$ cat src/rtl/hic_pkg.sv
// package for the counter input and event configuration block
package hic_pkg;
  // byte offsets in the parameter record
  localparam logic [3:0] HIC_OFS_INPUT = 4'h6;
  localparam logic [3:0] HIC_OFS_INDEX = 4'h7;
  localparam logic [3:0] HIC_OFS_GATE = 4'h8;
  localparam logic [3:0] HIC_OFS_CMP = 4'h9;
  localparam logic [7:0] HIC_CFG_RESET = 8'h00;

  // reserved bits, must be written as zero
  localparam logic [7:0] HIC_RSV_INPUT = 8'hc0;
  localparam logic [7:0] HIC_RSV_INDEX = 8'h10;
  localparam logic [7:0] HIC_RSV_GATE = 8'he0;
  localparam logic [7:0] HIC_RSV_CMP = 8'h2a;

  // highest legal codes
  localparam logic [3:0] HIC_SIG_MAX = 4'h4;
  localparam logic [1:0] HIC_EVAL_MAX = 2'h2;
  localparam logic [3:0] HIC_FILT_MAX = 4'h9;
  localparam logic [1:0] HIC_IDX_MAX = 2'h2;

  // field positions in the input type byte
  localparam int HIC_SIG_LSB = 0;
  localparam int HIC_SIG_MSB = 3;
  localparam int HIC_EVAL_LSB = 4;
  localparam int HIC_EVAL_MSB = 5;

  // field positions in the index and filter byte
  localparam int HIC_FILT_LSB = 0;
  localparam int HIC_FILT_MSB = 3;
  localparam int HIC_INV_BIT = 5;
  localparam int HIC_IDX_LSB = 6;
  localparam int HIC_IDX_MSB = 7;

  // enable bit positions in the gate and limit byte
  localparam int HIC_EN_GATE_START = 0;
  localparam int HIC_EN_GATE_STOP = 1;
  localparam int HIC_EN_OVERFLOW = 2;
  localparam int HIC_EN_UNDERFLOW = 3;
  localparam int HIC_EN_DIR_REV = 4;

  // enable bit positions in the compare and capture byte
  localparam int HIC_EN_CMP_FIRST = 0;
  localparam int HIC_EN_CMP_SECOND = 2;
  localparam int HIC_EN_ZERO_CROSS = 4;
  localparam int HIC_EN_NEW_CAPTURE = 6;
  localparam int HIC_EN_EXT_SYNC = 7;

  typedef enum logic [3:0] {
    HIC_SIG_PULSE = 4'h0,
    HIC_SIG_PULSE_DIR = 4'h1,
    HIC_SIG_UP_DOWN = 4'h2,
    HIC_SIG_QUAD = 4'h3,
    HIC_SIG_QUAD_INDEX = 4'h4
  } hic_sig_type;

  typedef enum logic [1:0] {
    HIC_EVAL_SINGLE = 2'h0,
    HIC_EVAL_DOUBLE = 2'h1,
    HIC_EVAL_QUAD = 2'h2
  } hic_eval_type;

  typedef enum logic [1:0] {
    HIC_IDX_NONE = 2'h0,
    HIC_IDX_SYNC = 2'h1,
    HIC_IDX_CAPTURE = 2'h2
  } hic_idx_type;

  // counter events, one bit each
  typedef struct packed {
    logic ext_sync;
    logic new_capture;
    logic zero_cross;
    logic cmp_second;
    logic cmp_first;
    logic dir_reversal;
    logic underflow;
    logic overflow;
    logic gate_stop;
    logic gate_start;
  } hic_event_type;

  // diagnostic events
  typedef struct packed {
    logic hw_irq_lost;
    logic phase_ratio;
    logic supply_missing;
  } hic_diag_type;

  // decoded configuration for the counting core
  typedef struct packed {
    hic_sig_type sig;
    hic_eval_type eval;
    hic_idx_type idx;
    logic invert_dir;
    logic [3:0] filter;
  } hic_cfg_type;

  typedef struct packed {
    logic [7:0] input_type;
    logic [7:0] index_filter;
    logic [7:0] gate_limit;
    logic [7:0] cmp_capture;
    logic diag_enable;
    logic cfg_error;
    hic_event_type event_out;
    hic_diag_type diag_out;
  } hic_state_type;
endpackage

$ cat src/rtl/hic_config.sv
// counter input and event configuration registers with event gating
// Functional notes
// - diagnostic interrupts pass only while the additional-diagnostic enable is 1.
// - byte 6 selects signal type (codes 0..4) and edge evaluation (codes 0..2).
// - byte 7 bits 3..0 select the filter frequency, codes 0..9, above reserved.
// - byte 8 bits 0..4 enable gate start, gate stop, overflow, underflow, direction reversal.
// - byte 9 bits 0,2,4,6,7 enable compare first, compare second, zero, capture, ext sync.
`timescale 1ns/100ps
module hic_config
  import hic_pkg::*;
(
  // clock and reset
  input wire logic i_clk,
  input wire logic i_rst_n,
  // record byte write port
  input wire logic i_wr_en,
  input wire logic [3:0] i_wr_addr,
  input wire logic [7:0] i_wr_data,
  input wire logic i_diag_enable,
  // events from counting core
  input wire hic_event_type i_event,
  input wire hic_diag_type i_diag,
  // decoded configuration and gated events
  output hic_cfg_type o_cfg,
  output logic o_cfg_error,
  output hic_event_type o_event,
  output hic_diag_type o_diag
);
  hic_state_type state_reg;
  hic_state_type state_next;
  logic bad;

  always_comb begin
    state_next = state_reg;
    bad = 1'b0;
    if (i_wr_en) begin
      unique case (i_wr_addr)
        HIC_OFS_INPUT: begin
          bad = |(i_wr_data & HIC_RSV_INPUT)
            || i_wr_data[HIC_SIG_MSB:HIC_SIG_LSB] > HIC_SIG_MAX
            || i_wr_data[HIC_EVAL_MSB:HIC_EVAL_LSB] > HIC_EVAL_MAX;
          if (!bad) begin
            state_next.input_type = i_wr_data;
          end
        end
        HIC_OFS_INDEX: begin
          bad = |(i_wr_data & HIC_RSV_INDEX)
            || i_wr_data[HIC_FILT_MSB:HIC_FILT_LSB] > HIC_FILT_MAX
            || i_wr_data[HIC_IDX_MSB:HIC_IDX_LSB] > HIC_IDX_MAX;
          if (!bad) begin
            state_next.index_filter = i_wr_data;
          end
        end
        HIC_OFS_GATE: begin
          bad = |(i_wr_data & HIC_RSV_GATE);
          if (!bad) begin
            state_next.gate_limit = i_wr_data;
          end
        end
        HIC_OFS_CMP: begin
          bad = |(i_wr_data & HIC_RSV_CMP);
          if (!bad) begin
            state_next.cmp_capture = i_wr_data;
          end
        end
        default: bad = 1'b1;
      endcase
      // failed write keeps previous configuration
      state_next.cfg_error = bad;
    end
    state_next.diag_enable = i_diag_enable;
    // events gated by the enables stored before this cycle
    state_next.event_out.gate_start = i_event.gate_start
      & state_reg.gate_limit[HIC_EN_GATE_START];
    state_next.event_out.gate_stop = i_event.gate_stop
      & state_reg.gate_limit[HIC_EN_GATE_STOP];
    state_next.event_out.overflow = i_event.overflow
      & state_reg.gate_limit[HIC_EN_OVERFLOW];
    state_next.event_out.underflow = i_event.underflow
      & state_reg.gate_limit[HIC_EN_UNDERFLOW];
    state_next.event_out.dir_reversal = i_event.dir_reversal
      & state_reg.gate_limit[HIC_EN_DIR_REV];
    state_next.event_out.cmp_first = i_event.cmp_first
      & state_reg.cmp_capture[HIC_EN_CMP_FIRST];
    state_next.event_out.cmp_second = i_event.cmp_second
      & state_reg.cmp_capture[HIC_EN_CMP_SECOND];
    state_next.event_out.zero_cross = i_event.zero_cross
      & state_reg.cmp_capture[HIC_EN_ZERO_CROSS];
    state_next.event_out.new_capture = i_event.new_capture
      & state_reg.cmp_capture[HIC_EN_NEW_CAPTURE];
    state_next.event_out.ext_sync = i_event.ext_sync
      & state_reg.cmp_capture[HIC_EN_EXT_SYNC];
    state_next.diag_out = state_reg.diag_enable ? i_diag : '0;
  end

  always_ff @(posedge i_clk) begin
    if (!i_rst_n) begin
      state_reg <= '0;
    end else begin
      state_reg <= state_next;
    end
  end

  // only legal codes are ever stored, so the casts cannot meet a reserved code
  assign o_cfg.sig = hic_sig_type'(state_reg.input_type[HIC_SIG_MSB:HIC_SIG_LSB]);
  assign o_cfg.eval = hic_eval_type'(state_reg.input_type[HIC_EVAL_MSB:HIC_EVAL_LSB]);
  assign o_cfg.idx = hic_idx_type'(state_reg.index_filter[HIC_IDX_MSB:HIC_IDX_LSB]);
  assign o_cfg.invert_dir = state_reg.index_filter[HIC_INV_BIT];
  assign o_cfg.filter = state_reg.index_filter[HIC_FILT_MSB:HIC_FILT_LSB];
  assign o_cfg_error = state_reg.cfg_error;
  assign o_event = state_reg.event_out;
  assign o_diag = state_reg.diag_out;
endmodule

$ cat config.mk
export PLATFORM = sky130hd
export DESIGN_NAME = hic_config
export DESIGN_NICKNAME = d
export VERILOG_FILES = /design/src/rtl/hic_pkg.sv /design/src/rtl/hic_config.sv
export SDC_FILE = /design/constraint.sdc
export NUM_CORES = 1
export LEC_CHECK = 0
export BUFFER_PORTS_ARGS = -buffer_cell sky130_fd_sc_hd__clkbuf_2
export CORE_MARGIN = 3
export CORE_UTILIZATION = 49
export DETAILED_ROUTE_END_ITERATION = 16
export GPL_ROUTABILITY_DRIVEN = 0
export PLACE_DENSITY = 0.86
export SYNTH_ARGS = -nofsm -noshare
export SYNTH_HDL_FRONTEND = slang
export SYNTH_SLANG_ARGS = --single-unit
$ cat constraint.sdc
create_clock -name i_clk -period 1.5 [get_ports i_clk]
set_clock_uncertainty 0.1 [all_clocks]
set_input_delay 0.225 -clock i_clk [delete_from_list [all_inputs] [get_ports i_clk]]
set_output_delay 0.225 -clock i_clk [all_outputs]
set_load 0.02 [all_outputs]
Word-level counts from Yosys, hierarchy flattened --
Cells that the tools add are included.
Word-level totals: word-level logic and storage cells 54, output and inout port bits 27, input port bits 29, bits in registers 42
Operators by class: equal/unequal tests 4, order comparisons 4, bitwise logic cells 14, reductions and logical operators 12, multiplexer cells 1
Operators by type and width (number):
- 3-bit AND reduction | 4
- 1-bit bitwise AND | 10
- 4-bit by 3-bit == test with 1-bit output, second input constant | 2
- 4-bit == test, second input constant | 2
- 3-bit OR reduction | 2
- 2-bit > comparator, second input constant | 2
- 4-bit by 3-bit > comparator with 1-bit output, second input constant | 1
- 4-bit > comparator, second input constant | 1
- 1-bit logical OR | 4
- 1-bit NOT | 4
- 1-bit one-hot mux with 4 select lines | 1
- 2-bit AND reduction | 1
- 2-bit OR reduction | 1

Longest topological paths before layout --
depth in word-level cells 5, gate-level depth with buffers 5, gate-level depth less buffers 4

Least setup slack after synthesis --
Ideal clock, no wire load.
path type input-to-reg, from input port i_wr_addr[2], to register state_reg[15] (netlist bit), stages 5, data arrival time 1.071 ns, setup time 0.116 ns, path slack 0.213 ns, required time 1.284 ns, buffers on the path 1, path through nand4bb_4 > and4bb_1 > buf_4 > mux2i_1 > nor2b_1
Between the ends: longest elaborated chain between the ends 2
RTL lines:
- from (decl) | RTL line hic_config.sv:17 | input wire logic [3:0] i_wr_addr,
- 4-bit == test | RTL line hic_config.sv:37 | unique case (i_wr_addr)
- 3-bit AND reduction (no line)
- to (signal assigned) | RTL line hic_config.sv:100 | state_reg <= state_next;
- to (decl) | RTL line hic_config.sv:29 | hic_state_type state_reg;
Every way passes these cells. A chain may end at the register's enable or synchronous reset.

Worst setup path after layout --
from register state_reg (netlist bit o_cfg[10]), to output port o_cfg[10] (netlist bit)
RTL lines:
- to (decl) | RTL line hic_config.sv:24 | output hic_cfg_type o_cfg,
No word-level cell between the ends.

==> summary.md <==
| Metric | Value |
|---|---|
| Top cells by count, synth | dfxtp_1, buf_4, nor2b_1 |
| Startpoint types | register |
| Initial antenna violation count | 0 |
| FF+latch count, synth | 38 |
| Max Cap Viol | 0 |
| Mux cell area share after synthesis | 0.106 |
| Via total after detailed routing | 1162 |
| Seq/Total Area, Yosys | 0.473 |
| Area delta synth->final | 23.9% |
| CTS tree | built |
| Clock slew at reported path FFs | about 0.12 ns |
| Crit path max-delay family | flip-flops |
| Sequential cell area | between 700 and 800 um2 |
| DRC Markers | 0 |
| Final WL | 3.11 mm |
| Critical Setup Path Class | reg -> out |
| WP data required | about 1.2 ns |
| Via density | 4.69 |
| Crit path DAT | ~0.91 ns |
| Crit path largest cell delay | 0.38 ns |
| Worst Max-Slew Pin Slew | 0.625 ns |
| Compound-Gate Fraction of Synth Area | 0.0374 |
| VDD IR max | 0.540 mV |
| Worst skew pair latency | ~0.34 ns |
| First-pass GRT wire length | between 5 and 6 mm |
| Pre-CTS WS | -0.0382 ns |
| Proportion of layout cells with a drive suffix above 1 | 0.363 |
| Status | completed |
| CTS max path bufs | 2 |
| Mapped Avg Cell Area | 10.3 um2 |
| Slowest CP cell | dfxtp_1 |
| GRT Total Usage | 0.171 |
| Fin util | 0.642 |
| Vias in the first global route | 1143 |
| PD cells | 1040 mW/mm2 |
| Row count | 20 |
| Min-Delay Startpoint | i_event[6] |
| Slew Limit Fails | 0 |
| Max reg flops | 13 |
| DP HPWL | about 2.2 mm |
| Initial core utilization | 0.518 |
| Root buffer cell | clkbuf_4 |
| Area of the multi-input gates | 624 um2 |
| Port Buffers | 55 |
| Asr flop ratio synth | 0 |
| Hold Path Cell Cnt | 2 |
| Most frequent cell after synthesis | dfxtp_1 |
| Area leader, netlist | dfxtp_1 |
| Peak Freq | between 800 and 900 MHz |
| WHS Endpoint | o_event[6]$_SDFF_PN0_ |
| Die height | approximately 63 um |
| Iter 0 DRT Violations | 65 |
| Worst slew margin | 0.584 |
| Io pins | 56 |
| Worst Path Buf+Inv | 1 |
| Cell count along the critical path | 1 |
| Minimum clock period | about 1.2 ns |
| P_leak | 0.000948 uW |
| Clk sink count | 38 |
| R2r endpoint | o_cfg_error$_SDFFE_PN0P_ |
| Total Power | slightly above 2000 uW |
| Share of the synthesized area in the top cell type | 0.473 |
| H-tree depth | 2 |
| Nets | ~230 |
| Fin Hold WS | 0.00892 ns |
| Post-synthesis cell count | 156 |
| Largest family of logic cells by synthesized area | simple AND/OR/NAND/NOR gates |
| Min-delay worst type | in -> reg |
| Post-route ant nets | 0 |
| RSZ-0062 raised after global routing | no |
| Final WS setup | 0.265 ns |
| Placed insts | between 200 and 250 |
| Post-Synth XOR/XNOR Area | 0 |
| Synth Area in Simple Gates | 0.245 |
| Largest net degree at the start of global routing | 44 |
| Post-Synth Adder-Cell Area | 0 |
| WL per Instance | about 13 um |
| Most area-consuming cells after synthesis | dfxtp_1, buf_4, mux2i_1 |
| Diode count | 0 |
| Critical Path Sink Type | output pin |
| Yosys warns | 0 |
| Hold violation count in the final report | 0 |
| RR Startpoint | o_cfg_error$_SDFFE_PN0P_ |
| FILL cells | around 270 |
| Crit-path cells | clkbuf_2 |
| DIE AREA | 0.00400 mm2 |
| # setup viols final | 0 |
| Core box area | 0.00310 mm2 |
| Most common flop cell mapped by yosys | dfxtp_1 |
| R2r worst-path depth | 4 |
| TritonRoute pass-1 iters | 4 |
| DIE WIDTH | around 63 um |
| Post-synth EDFFs | 0 |
| Fin cells | 248 |
| FF-to-FF setup slack | ~0.40 ns |
| Synthesized area | 0.00161 mm2 |
| Num CTS Buffers | 5 |
| Global route overflow | 0 |
| Synthesized Nets | approximately 190 |
| Synth cell types | 24 |
| Tcrit/Tclk final | 0.824 |
| Largest fanout on the critical path | 2 |
## area by class of cell
cell class / instances / area share
clock buffer: 6 / 0.0258
tap: 44 / 0.0276
clock inverter: 2 / 0.0302
sequential: 38 / 0.382
timing repair buffer: 72 / 0.221
multi-input combinational: 86 / 0.313
## per-stage QoR
step / setup TNS (ns) / instance area (um2)
4_1_cts: 0 / 1990
3_3_place_gp: -0.00176 / 1780
2_1_floorplan: 0 / 1610
3_5_place_dp: -0.161 / 1780
5_1_grt: 0 / 1990
6_report: 0 / 1990
## logic make-up (layout without fill, tap and decap cells)
group,after synthesis,count (layout)
AOI/OAI and AO/OA,11,11
buffers and inverters,32,80
DFF,38,38
muxes,17,17
and+or+nand+nor,58,58
## power by group
part | switching, uW | internal [uW] | total, uW
sequential | 3.66 | 1020 | 1020
clock | 339 | 565 | 904
combinational | 74.0 | 78.3 | 152
## layer usage
| layer | routed length, um | global-route usage | part of all wire |
|---|---|---|---|
| met5 | 0 | 0 | 0 |
| met4 | 47 | 0.0863 | 0.015 |
| met3 | 175 | 0.0553 | 0.056 |
| met2 | 1560 | 0.285 | 0.50 |
| met1 | 1320 | 0.195 | 0.43 |
## worst max path at each step
stage / slack (ns) / endpoint / start
floorplan: 0.21 / state_reg[15]$_SDFFE_PN0P_ / i_wr_addr[2]
global placement: -0.001 / state_reg[21]$_SDFFE_PN0P_ / i_wr_addr[2]
detailed placement: -0.04 / state_reg[15]$_SDFFE_PN0P_ / i_wr_addr[2]
CTS: 0.25 / o_cfg[10] / o_cfg[10]$_SDFFE_PN0P_
global route: 0.22 / o_cfg[10] / o_cfg[10]$_SDFFE_PN0P_
finish: 0.26 / o_cfg[10] / o_cfg[10]$_SDFFE_PN0P_
## timing repair
action	in CTS	in global routing
buffers inserted	0	0
hold endpoints to repair	10	0
resized for setup	0	0
setup endpoints to repair	0	0
hold buffers	10	0
## cells in the final DEF, fill, tap and decap left out
cell and count:
a21boi_1 1, a21oi_1 2, and2_1 1, and3_1 14, and4b_1 1, and4bb_1 1, buf_12 1, buf_4 6
bufinv_16 2, clkbuf_2 55, clkbuf_4 5, clkbuf_8 1, dfxtp_1 38, dlygate4sd3_1 10, mux2i_1 17, nand2_1 6
nand3_1 8, nand4_1 1, nand4_2 1, nand4bb_4 1, nor2_1 3, nor2b_1 18, nor3_4 1, nor3b_4 1
nor4bb_1 1, o21ai_0 1, o21ai_1 6, o31ai_1 1
No activity file was read; power rests on OpenSTA's default activity.
